`src/travel_alert_pkg.sv`:
```
// shared constants for the travel alert monitor
`default_nettype none
package travel_alert_pkg;
	// percent scale: signed hundredths of a percent of ranged travel
	localparam int PCT_W = 16;
	localparam int EXT_W = 18;
	localparam logic signed [PCT_W-1:0] PCT_LOW = -16'sh09C4; // -25 percent
	localparam logic signed [PCT_W-1:0] PCT_HIGH = 16'sh30D4; // 125 percent
	localparam logic signed [PCT_W-1:0] DEV_PT_LOW = 16'sh0000; // 0 percent
	localparam logic signed [PCT_W-1:0] DEV_PT_HIGH = 16'sh2710; // 100 percent
	localparam logic signed [PCT_W-1:0] DEV_PT_TYPICAL = 16'sh01F4; // 5 percent
	localparam logic signed [PCT_W-1:0] TARGET_RST = 16'sh0000;
	localparam int FULL_SCALE = 10000; // counts in one full-range move

	// deviation time in whole seconds
	localparam int DEV_TIME_W = 6;
	localparam logic [DEV_TIME_W-1:0] DEV_TIME_LOW = 6'h01;
	localparam logic [DEV_TIME_W-1:0] DEV_TIME_HIGH = 6'h3C;
	localparam logic [DEV_TIME_W-1:0] DEV_CNT_TOP = 6'h3F;

	// minimum opening and closing time in seconds
	localparam int MOVE_TIME_W = 9;
	localparam logic [MOVE_TIME_W-1:0] MOVE_TIME_HIGH = 9'h190; // 400 s
	localparam logic [MOVE_TIME_W-1:0] MOVE_TIME_OFF = 9'h000;

	// timing, derived from the 50 ns clock period
	localparam int CLK_PERIOD_NS = 50;
	localparam int TICK_PERIOD_S = 1;
	localparam int TICK_CYCLES = TICK_PERIOD_S * 1000000000 / CLK_PERIOD_NS;
	localparam int UNIT_CYCLES = TICK_CYCLES / FULL_SCALE;
	localparam int WDOG_TIMEOUT_MS = 100;
	localparam int WDOG_CYCLES = WDOG_TIMEOUT_MS * 1000000 / CLK_PERIOD_NS;
	localparam int CNT_W = 32;
endpackage
`default_nettype wire

```
`src/travel_alert_monitor.sv`:
```
// travel position and deviation alerts, cutoffs, target limits, watchdog
`timescale 1ns/100ps
`default_nettype none

// Notes on behaviour
// - high alert when travel exceeds high point
// - high-high alert above its own point
// - low alert when travel below low point
// - low-low alert below its own point
// - active alert clears once travel is back past the point by the deadband (high alerts: point minus deadband)
// - deadband settable from -25 to 125 percent
// - deviation equals target minus ranged travel
// - deviation alert after excess outlasts deviation time
// - deviation alert clears once below point
// - deviation point 0 to 100 percent, typically 5
// - deviation time 1 to 60 seconds
// - beyond cutoff force drive maximum or minimum
// - no rate limiting while beyond a cutoff
// - target clamped between low and high limits
// - watchdog expiry resets, firmware must rearm
// - opening/closing times 0-400 s, zero disables
module travel_alert_monitor #(
	parameter int TICK_CYCLES = travel_alert_pkg::TICK_CYCLES,
	parameter int UNIT_CYCLES = travel_alert_pkg::UNIT_CYCLES,
	parameter int WDOG_CYCLES = travel_alert_pkg::WDOG_CYCLES
) (
	// clock and reset
	input wire logic clk,
	input wire logic sys_rst,
	// measured and requested travel
	input wire logic signed [travel_alert_pkg::PCT_W-1:0] travel,
	input wire logic signed [travel_alert_pkg::PCT_W-1:0] target_in,
	// position alert setup
	input wire logic signed [travel_alert_pkg::PCT_W-1:0] hi_point,
	input wire logic signed [travel_alert_pkg::PCT_W-1:0] hihi_point,
	input wire logic signed [travel_alert_pkg::PCT_W-1:0] lo_point,
	input wire logic signed [travel_alert_pkg::PCT_W-1:0] lolo_point,
	input wire logic signed [travel_alert_pkg::PCT_W-1:0] alert_deadband,
	// deviation setup
	input wire logic signed [travel_alert_pkg::PCT_W-1:0] dev_point,
	input wire logic [travel_alert_pkg::DEV_TIME_W-1:0] dev_time,
	// cutoffs, limits and rate limits
	input wire logic signed [travel_alert_pkg::PCT_W-1:0] cutoff_hi,
	input wire logic signed [travel_alert_pkg::PCT_W-1:0] cutoff_lo,
	input wire logic signed [travel_alert_pkg::PCT_W-1:0] limit_hi,
	input wire logic signed [travel_alert_pkg::PCT_W-1:0] limit_lo,
	input wire logic zero_sig_closed,
	input wire logic [travel_alert_pkg::MOVE_TIME_W-1:0] min_open_time,
	input wire logic [travel_alert_pkg::MOVE_TIME_W-1:0] min_close_time,
	// watchdog
	input wire logic wdog_rearm,
	// alerts
	output logic alert_hi,
	output logic alert_hihi,
	output logic alert_lo,
	output logic alert_lolo,
	output logic alert_dev,
	// control outputs
	output logic signed [travel_alert_pkg::PCT_W-1:0] target_out,
	output logic signed [travel_alert_pkg::EXT_W-1:0] deviation,
	output logic drive_max,
	output logic drive_min,
	output logic cutoff_active,
	output logic wdog_reset
);
	localparam int PW = travel_alert_pkg::PCT_W;
	localparam int EW = travel_alert_pkg::EXT_W;
	localparam int CW = travel_alert_pkg::CNT_W;
	localparam int DW = travel_alert_pkg::DEV_TIME_W;

	// bound a percent value into a window
	function automatic logic signed [PW-1:0] clamp_pct(input logic signed [PW-1:0] v,
		input logic signed [PW-1:0] lo, input logic signed [PW-1:0] hi);
		if (v < lo) begin
			return lo;
		end else if (v > hi) begin
			return hi;
		end
		return v;
	endfunction

	// upper alert: set above point, hold until back by deadband
	function automatic logic above_alert(input logic act, input logic signed [PW-1:0] tr,
		input logic signed [PW-1:0] pt, input logic signed [PW-1:0] db);
		logic signed [EW-1:0] clr;
		clr = EW'(pt) - EW'(db);
		if (act) begin
			return EW'(tr) > clr;
		end
		return tr > pt;
	endfunction

	// lower alert: set below point, hold until back by deadband
	function automatic logic below_alert(input logic act, input logic signed [PW-1:0] tr,
		input logic signed [PW-1:0] pt, input logic signed [PW-1:0] db);
		logic signed [EW-1:0] clr;
		clr = EW'(pt) + EW'(db);
		if (act) begin
			return EW'(tr) < clr;
		end
		return tr < pt;
	endfunction

	logic rst;
	logic wdog_reset_reg, wdog_reset_next;
	logic [CW-1:0] wdog_cnt_reg, wdog_cnt_next;
	logic [CW-1:0] sec_cnt_reg, sec_cnt_next;
	logic tick;
	logic signed [PW-1:0] pt_hi, pt_hihi, pt_lo, pt_lolo, db, pt_dev;
	logic [travel_alert_pkg::DEV_TIME_W-1:0] dev_secs;
	logic hi_reg, hi_next, hihi_reg, hihi_next, lo_reg, lo_next, lolo_reg, lolo_next;
	logic signed [EW-1:0] dev_reg, dev_next, dev_abs;
	logic excess, at_or_below;
	logic [travel_alert_pkg::DEV_TIME_W-1:0] dev_cnt_reg, dev_cnt_next;
	logic dev_alert_reg, dev_alert_next;
	logic cut_hi, cut_lo;
	logic max_reg, max_next, min_reg, min_next, cut_reg, cut_next;
	logic signed [PW-1:0] goal, target_reg, target_next;
	logic [CW-1:0] rate_cnt_reg, rate_cnt_next, step_period;
	logic [travel_alert_pkg::MOVE_TIME_W-1:0] open_t, close_t;

	// watchdog expiry resets the rest of the instrument
	assign rst = sys_rst | wdog_reset_reg;

	// sanitised settings: percents on the common signed scale, times in whole seconds
	assign pt_hi = clamp_pct(hi_point, travel_alert_pkg::PCT_LOW,
		travel_alert_pkg::PCT_HIGH);
	assign pt_hihi = clamp_pct(hihi_point, travel_alert_pkg::PCT_LOW,
		travel_alert_pkg::PCT_HIGH);
	assign pt_lo = clamp_pct(lo_point, travel_alert_pkg::PCT_LOW,
		travel_alert_pkg::PCT_HIGH);
	assign pt_lolo = clamp_pct(lolo_point, travel_alert_pkg::PCT_LOW,
		travel_alert_pkg::PCT_HIGH);
	assign db = clamp_pct(alert_deadband, travel_alert_pkg::PCT_LOW,
		travel_alert_pkg::PCT_HIGH);
	assign pt_dev = clamp_pct(dev_point, travel_alert_pkg::DEV_PT_LOW,
		travel_alert_pkg::DEV_PT_HIGH);
	assign dev_secs = (dev_time < travel_alert_pkg::DEV_TIME_LOW) ?
		travel_alert_pkg::DEV_TIME_LOW : (dev_time > travel_alert_pkg::DEV_TIME_HIGH) ?
		travel_alert_pkg::DEV_TIME_HIGH : dev_time;
	assign open_t = (min_open_time > travel_alert_pkg::MOVE_TIME_HIGH) ?
		travel_alert_pkg::MOVE_TIME_HIGH : min_open_time;
	assign close_t = (min_close_time > travel_alert_pkg::MOVE_TIME_HIGH) ?
		travel_alert_pkg::MOVE_TIME_HIGH : min_close_time;

	// watchdog counter, rearmed by firmware
	always_comb begin
		wdog_cnt_next = wdog_cnt_reg + CW'(1);
		wdog_reset_next = 1'b0;
		if (wdog_rearm) begin
			wdog_cnt_next = '0;
		end else if (wdog_cnt_reg >= CW'(WDOG_CYCLES - 1)) begin
			wdog_cnt_next = '0;
			wdog_reset_next = 1'b1;
		end
	end

	always_ff @(posedge clk) begin
		if (sys_rst) begin
			wdog_cnt_reg <= '0;
			wdog_reset_reg <= 1'b0;
		end else begin
			wdog_cnt_reg <= wdog_cnt_next;
			wdog_reset_reg <= wdog_reset_next;
		end
	end

	// one-second tick from the system clock
	assign tick = (sec_cnt_reg == CW'(TICK_CYCLES - 1));
	always_comb begin
		sec_cnt_next = tick ? '0 : sec_cnt_reg + CW'(1);
	end

	always_ff @(posedge clk) begin
		if (rst) begin
			sec_cnt_reg <= '0;
		end else begin
			sec_cnt_reg <= sec_cnt_next;
		end
	end

	// position alerts with clearing deadband
	always_comb begin
		hi_next = above_alert(hi_reg, travel, pt_hi, db);
		hihi_next = above_alert(hihi_reg, travel, pt_hihi, db);
		lo_next = below_alert(lo_reg, travel, pt_lo, db);
		lolo_next = below_alert(lolo_reg, travel, pt_lolo, db);
	end

	always_ff @(posedge clk) begin
		if (rst) begin
			hi_reg <= 1'b0;
			hihi_reg <= 1'b0;
			lo_reg <= 1'b0;
			lolo_reg <= 1'b0;
		end else begin
			hi_reg <= hi_next;
			hihi_reg <= hihi_next;
			lo_reg <= lo_next;
			lolo_reg <= lolo_next;
		end
	end

	// deviation persistence and alert
	assign dev_next = EW'(target_reg) - EW'(travel);
	assign dev_abs = dev_reg[EW-1] ? -dev_reg : dev_reg;
	assign excess = dev_abs > EW'(pt_dev);
	assign at_or_below = !excess;
	always_comb begin
		dev_cnt_next = dev_cnt_reg;
		dev_alert_next = dev_alert_reg;
		if (at_or_below) begin
			dev_cnt_next = '0;
		end else if (tick && dev_cnt_reg != travel_alert_pkg::DEV_CNT_TOP) begin
			dev_cnt_next = dev_cnt_reg + DW'(1);
		end
		if (excess && tick && dev_cnt_reg >= dev_secs) begin
			dev_alert_next = 1'b1;
		end else if (dev_abs < EW'(pt_dev)) begin
			dev_alert_next = 1'b0;
		end
	end

	always_ff @(posedge clk) begin
		if (rst) begin
			dev_reg <= '0;
			dev_cnt_reg <= '0;
			dev_alert_reg <= 1'b0;
		end else begin
			dev_reg <= dev_next;
			dev_cnt_reg <= dev_cnt_next;
			dev_alert_reg <= dev_alert_next;
		end
	end

	// travel cutoffs force the drive to an extreme
	assign cut_hi = travel > cutoff_hi;
	assign cut_lo = travel < cutoff_lo;
	always_comb begin
		cut_next = cut_hi | cut_lo;
		max_next = (cut_hi & zero_sig_closed) | (cut_lo & !zero_sig_closed);
		min_next = (cut_hi & !zero_sig_closed) | (cut_lo & zero_sig_closed);
	end

	always_ff @(posedge clk) begin
		if (rst) begin
			cut_reg <= 1'b0;
			max_reg <= 1'b0;
			min_reg <= 1'b0;
		end else begin
			cut_reg <= cut_next;
			max_reg <= max_next;
			min_reg <= min_next;
		end
	end

	// target limiting and rate limiting, one count per step period
	assign goal = clamp_pct(target_in, limit_lo, limit_hi);
	assign step_period = (goal > target_reg) ? CW'(open_t) * CW'(UNIT_CYCLES) :
		CW'(close_t) * CW'(UNIT_CYCLES);
	always_comb begin
		target_next = target_reg;
		rate_cnt_next = '0;
		if (goal == target_reg) begin
			target_next = goal;
		end else if (cut_reg || step_period == '0) begin
			target_next = goal;
		end else if (rate_cnt_reg >= step_period - CW'(1)) begin
			target_next = (goal > target_reg) ? target_reg + PW'(1) : target_reg - PW'(1);
		end else begin
			rate_cnt_next = rate_cnt_reg + CW'(1);
		end
		target_next = clamp_pct(target_next, limit_lo, limit_hi);
	end

	always_ff @(posedge clk) begin
		if (rst) begin
			target_reg <= travel_alert_pkg::TARGET_RST;
			rate_cnt_reg <= '0;
		end else begin
			target_reg <= target_next;
			rate_cnt_reg <= rate_cnt_next;
		end
	end

	// outputs from registers
	assign alert_hi = hi_reg;
	assign alert_hihi = hihi_reg;
	assign alert_lo = lo_reg;
	assign alert_lolo = lolo_reg;
	assign alert_dev = dev_alert_reg;
	assign target_out = target_reg;
	assign deviation = dev_reg;
	assign drive_max = max_reg;
	assign drive_min = min_reg;
	assign cutoff_active = cut_reg;
	assign wdog_reset = wdog_reset_reg;
endmodule

`default_nettype wire

```
`config.mk`:
```
export PLATFORM = sky130hd
export DESIGN_NAME = travel_alert_monitor
export DESIGN_NICKNAME = d
export VERILOG_FILES = /design/src/travel_alert_pkg.sv /design/src/travel_alert_monitor.sv
export SDC_FILE = /design/constraint.sdc
export NUM_CORES = 1
export LEC_CHECK = 0
export ABC_CLOCK_PERIOD_IN_PS = 14500
export BUFFER_PORTS_ARGS = -buffer_cell sky130_fd_sc_hd__clkbuf_2
export CORE_AREA = 3 3 245 247
export CTS_BUF_LIST = sky130_fd_sc_hd__clkbuf_4 sky130_fd_sc_hd__clkbuf_8 sky130_fd_sc_hd__clkbuf_16
export DETAILED_ROUTE_END_ITERATION = 6
export DIE_AREA = 0 0 248 250
export PLACE_DENSITY = 0.67
export RECOVER_POWER = 50
export SLEW_MARGIN = 20
export SYNTH_ARGS = -nofsm -noshare
export SYNTH_HDL_FRONTEND = slang
export SYNTH_SLANG_ARGS = --single-unit
```
`constraint.sdc`:
```
create_clock -name clk -period 14.5 [get_ports clk]
set_input_delay 1.45 -clock clk [delete_from_list [all_inputs] [get_ports clk]]
set_output_delay 1.45 -clock clk [all_outputs]
set_load 0.02 [all_outputs]
```
==> results of run 1 <==
## worst paths after layout
kind,from,end
setup reg to reg,target_out[15],target_out[11]
hold reg to reg,rate_cnt_reg[0],rate_cnt_reg[0]
hold / removal,rate_cnt_reg[0],rate_cnt_reg[0]
setup / recovery,min_close_time[0],target_out[11]
## power groups by stage
stage	Sequential [mW]	Clock, mW	Combinational (mW)
after global routing	0.503	0.482	2.68
final	0.499	0.450	2.37
after CTS	0.501	0.468	2.36
after detailed placement	0.510	0	2.34
after global placement	0.510	0	2.33
after floorplan	0.501	0	1.78
## through the flow
stage	utilization	total power [mW]	area (µm²)	hold WS (ps)
after floorplan	-	2.28	23100	418
after global placement	0.436	2.84	25200	430
after detailed placement	0.436	2.85	25200	438
after CTS	0.446	3.32	25800	452
after global routing	0.445	3.67	25700	472
final	0.445	3.31	25700	448
## layer usage
metal  vias up  GRT usage  wire length (µm)
met3       100     0.0277              3470
met2       561      0.350             30200
met4         0     0.0559              1420
met5         -          0                 0
met1     10100      0.296             32100
li1      11200          -                 -
## layout make-up
class | instances | area (µm²)
clock buffers | 17 | 425
clock inverters | 15 | 169
fillers | 5916 | 32100
inverters | 350 | 1320
multi-input cells | 2466 | 18700
flip-flops and latches | 144 | 2880
well taps | 765 | 957
repair buffers | 271 | 1320
## cell usage in the layout (no fill, tap or decap), types with 17 or more instances in the layout
master     Yosys  routed
nor2b_1       35      35
fa_1          56      56
and3_1        31      31
a21oi_1      181     181
nand3_1       92      92
a31oi_1       36      36
o21bai_1      17      17
xor2_1        96      96
a211oi_1      19      19
clkbuf_16      0      17
nand4_1       58      58
nor4_1        28      28
dfxtp_1      144     144
o21a_1        41      41
ha_1         469     469
nor2_1       293     292
nor3_1        69      69
o211ai_1      25      25
a21o_1        81      81
xnor2_1       99      99
clkbuf_1      63      43
mux2i_1       43      41
o31ai_1       22      22
clkbuf_2       0     221
and2_1        28      27
inv_1        348     348
o21ai_0      155     155
nand2b_1      43      43
or3_1         46      46
and4_1        17      17
o2111ai_1     17      17
nand2_1      190     190
## cell families after synthesis
| family | count (synthesis) | synth area share |
|---|---|---|
| simple gates | 984 | 0.212 |
| compound gates | 699 | 0.196 |
| fa+ha+maj | 525 | 0.303 |
| buf+inv | 421 | 0.0693 |
| xor+xnor | 195 | 0.0740 |
| flops | 144 | 0.125 |
| mux | 47 | 0.0208 |
| other cells | 2 | 0.000325 |
==> impl_metrics.yaml, run 1 <==
min_path:
  hold_class: "flop to flop"
  whs_path_depth: 1
sta:
  min_period_ps: 12280
  drv_slew: 61
  worst_pin_slew_ps: 2020
  hold_viol: 0
  finClkSkew_ps: 13.4
  period_share: 0.847
  slew_headroom: -0.344
  fin_setup_tns_ps: 0
  rsz0062_at_grt: "no"
  worst_slack_ps: 2220
  fmaxAchievable_mhz: 81.4
  setup_violations: 0
power:
  leakage_nw: 12.7
  combinationalPowerShare: 0.714
  internal_power_mw: 1.65
  irDropWorstVdd_v: 0.0000974
  p_sw_frac: 0.503
  switching_power_mw: 1.67
  p_per_area_nw_per_um2: 129
  seq_power_share: 0.151
  p_clk_frac: 0.136
cts:
  cts_tree: "built"
  clk_pin_slew_ps: 70
  clockRootBuffer: "clkbuf_16"
  cts_buffer_depth: 2
  cts_buffers: 17
  numClockSinks: 144
  post-cts-setup-buffers: 0
  htree_levels: 4
  clk_latency_ps: 460
  cts-resized-gates: 0
  ctsHoldBuffers: 0
job:
  maxCapViolations: 2
global_route:
  grt.total_usage: 0.214
  grt_pass1_vias: 20800
  antenna_found_initial: 0
  grt_pass1_wl_um: 108000
  grt_max_degree: 39
  globalRouteOverflowTotal: 0
yosys:
  async_flop_share: 0
  synthesis.area_um2: 23100
  synth_area_per_cell_um2: 7.65
  synthTopCellsByArea: "ha_1 (25%), dfxtp_1 (12%), inv_1 (5.7%), fa_1 (4.9%), nor2_1 (4.8%)"
  synth_top_cell_area_share: 0.254
  syn-instance-count: 3017
  synth_seq_cells: 144
  synth_top_cell_by_area: "ha_1"
  synth-edff-count: 0
  synth_seq_area_share: 0.125
  yosysMostFrequentCell: "ha_1"
  yosysWarnings: 0
  synth_cell_types: 86
  synthTopCellsByCount: "ha_1 (469), inv_1 (348), nor2_1 (293), nand2_1 (190), a21oi_1 (181)"
  ys.flop_type: "dfxtp_1"
detailed_routing:
  antenna_left: 0
  viasPerCell: 5.45
  drc_errors: 0
  post_drt_wl_per_cell_um: 16.7
  wl_um: 67200
  firstDrtPassIters: 6
  dr_total_vias: 21900
  drt-initial-drc-count: 1480
setup_path:
  required_ps: 14820
  start_kind: "input port"
  reg2reg_slack_ps: 5430
  crit_type: "input port to flop"
  cp_num_buf_inv: 6
  cpPeakStageDelay_ps: 620
  slowest_stage: "o21ba_2"
  path_max_fanout: 28
  critical-path-top-delay-family: "compound AO/OA/AOI/OAI gates"
  cpMostUsedCell: "inv_1"
  path_depth: 42
  end_kind: "flop"
  reg2reg_depth: 35
  cp.arrival_ps: 12600
run_status:
  violations: "max-capacitance violations, max-slew violations"
  status: "finished, violations left"
die:
  rows: 88
  core_area_um2: 57800
  initial_core_util: 0.399
  die_w_um: 248
  io_pins: 263
  die_area_um2: 62000
  die_height_um: 250
placement:
  place_ws_ps: 1600
  routabilityCongestion: 0.917
  dp.final_hpwl_um: 55400
  place.port_buffers: 262
  placed_cells_incl_taps: 3996
finish:
  nets: 3995
  finalNonFillerCells: 4028
  antenna_cells: 0
  syn_to_final_growth_pct: 11.5
  drive_gt1_frac: 0.0919
(Power assumes the default switching activity.)
==> run 2, diff against run 1 <==
Settings changed: ABC_CLOCK_PERIOD_IN_PS 14500 to 12750.
Clock period 14.5 ns to 12.75 ns, I/O delays scaled along.
==> run 2 against run 1 <==
Net effect:
- the flow finishes with violations (design-rule violations, max-capacitance violations, max-slew violations)
- sequential cell count stayed put
- sequential power up 13%
- global-route usage shrank 0.22 points
- utilization hardly changed
- combinational power increased by 14%
- highest routed layer unchanged
- clock skew is essentially flat
- via count is 0.58% lower
- first-iteration DRC count shrank 8.2%
- power increased by 13%
==> impl_metrics.yaml, run 2 (synthesis results as in run 1) <==
run_status:
  status: "finished, violations left"
  violations: "design-rule violations, max-capacitance violations, max-slew violations"
cts:
  cts_tree: "built"
  clockRootBuffer: "clkbuf_16"
  htree_levels: 4
  clk_latency_ps: 440
  clk_pin_slew_ps: 70
  cts_buffer_depth: 2
  post-cts-setup-buffers: 0
  numClockSinks: 144
  cts-resized-gates: 0
  cts_buffers: 17
  ctsHoldBuffers: 0
global_route:
  grtUsageMet1: 0.292
  globalRouteOverflowTotal: 0
  grt_pass1_wl_um: 107000
  grtUsageMet2: 0.340
  busiest_layer: "met2"
  grt_max_degree: 33
  grt_util_met3: 0.0315
  antenna_found_initial: 1
  grt.total_usage: 0.212
  grt_pass1_vias: 20800
finish:
  final_common_cell: "ha_1"
  final_area_um2: 25700
  nets: 3998
  seqCellArea_um2: 2880
  fillCellCount: 5934
  antenna_cells: 0
  layout_common_cells: "ha_1 (469), inv_1 (348), nor2_1 (292), clkbuf_2 (220), nand2_1 (190)"
  syn_to_final_growth_pct: 11.5
  multi_input_area_um2: 18700
  drive_gt1_frac: 0.0925
die:
  die_height_um: 250
  rows: 88
  die_w_um: 248
  die_area_um2: 62000
  core_area_um2: 57800
  io_pins: 263
  initial_core_util: 0.399
power:
  leakage_nw: 12.7
  irDropWorstVdd_v: 0.0000981
  p_per_area_nw_per_um2: 145
min_path:
  hold_class: "flop to flop"
placement:
  placed_cell_area_um2: 25200
  dp.final_hpwl_um: 55100
  routabilityCongestion: 0.930
  place.port_buffers: 262
sta:
  slew_headroom: -0.396
  rsz0062_at_grt: "no"
  fin_setup_tns_ps: 0
  drv_slew: 61
  worst_pin_slew_ps: 2090
  setup_violations: 0
  period_share: 0.917
  min_period_ps: 11690
  hold_viol: 0
  fmaxAchievable_mhz: 85.5
  finClkSkew_ps: 13.2
setup_path:
  path_max_fanout: 28
  endpoint: "target_out[11]"
  cp_num_buf_inv: 6
  path_depth: 42
  start_kind: "input port"
  slowest_stage: "o32ai_4"
  worstSetupStartpoint: "min_close_time[0]"
  r2r_end: "target_out[11]"
  cp.arrival_ps: 12060
  critical-path-top-delay-family: "compound AO/OA/AOI/OAI gates"
  reg2reg_depth: 32
  required_ps: 13110
  crit_type: "input port to flop"
  end_kind: "flop"
  reg2reg_slack_ps: 4180
  cpPeakStageDelay_ps: 580
  reg2reg_from: "target_out[13]"
detailed_routing:
  dr_total_vias: 21800
  viasPerCell: 5.41
  drt-initial-drc-count: 1358
  drc_errors: 3
  firstDrtPassIters: 7
  post_drt_wl_per_cell_um: 16.5
  antenna_left: 0
  wl_um: 66600
job:
  maxCapViolations: 2
==> run 2: cell types whose count changed in the layout (fill, tap and decap cells not counted), sizes merged <==
cell      delta
buf          +4
clkinv       +2
inv          -1
bufinv       -1
clkinvlp     -1
==> run 2: worst register-to-register path, delay by kind of cell, from the launching register on <==
family          cells  cell delay (ps)
fa+ha+maj           4             1590
flops               1              580
compound gates     13             2980
simple gates        9             2180
mux                 2              540
buf+inv             4              620
==> run 2: worst min path at each step <==
stage                     slack, ps             from  cells past startpoint               to
after detailed placement        440  rate_cnt_reg[0]                      1  rate_cnt_reg[0]
after global routing            470  rate_cnt_reg[0]                      1  rate_cnt_reg[0]
after CTS                       450  rate_cnt_reg[0]                      1  rate_cnt_reg[0]
after floorplan                 420  rate_cnt_reg[0]                      1  rate_cnt_reg[0]
after global placement          430  rate_cnt_reg[0]                      1  rate_cnt_reg[0]
final                           450  rate_cnt_reg[0]                      1  rate_cnt_reg[0]
==> run 2: metal layers <==
layer / wire length (µm) / part of all wire
met1: 31500 / 0.47
met2: 29300 / 0.44
met3: 3730 / 0.056
met4: 1990 / 0.030
met5: 0 / 0
==> run 2: power by group <==
part | internal [mW] | switching [mW]
combinational | 1.11 | 1.58
clock | 0.257 | 0.220
sequential | 0.487 | 0.0786
==> run 2: area by class of cell <==
cell class,count,share of cell area
Inverter,350,0.0512
Timing Repair Buffer,274,0.0523
Tap cell,765,0.0372
Clock inverter,14,0.00481
Sequential cell,144,0.112
Multi-Input combinational cell,2466,0.726
Clock buffer,18,0.0168
==> run 2: stage by stage <==
| stage | cells | utilization | power [mW] | hold slack [ps] | setup WS [ps] |
|---|---|---|---|---|---|
| final | 4031 | 0.445 | 3.74 | 451 | 1060 |
| after floorplan | 3031 | - | 2.59 | 418 | 1360 |
| after CTS | 4031 | 0.446 | 3.75 | 452 | 1120 |
| after global placement | 3999 | 0.436 | 3.23 | 432 | 908 |
| after detailed placement | 3999 | 0.436 | 3.24 | 438 | 670 |
| after global routing | 4031 | 0.445 | 4.13 | 468 | 366 |
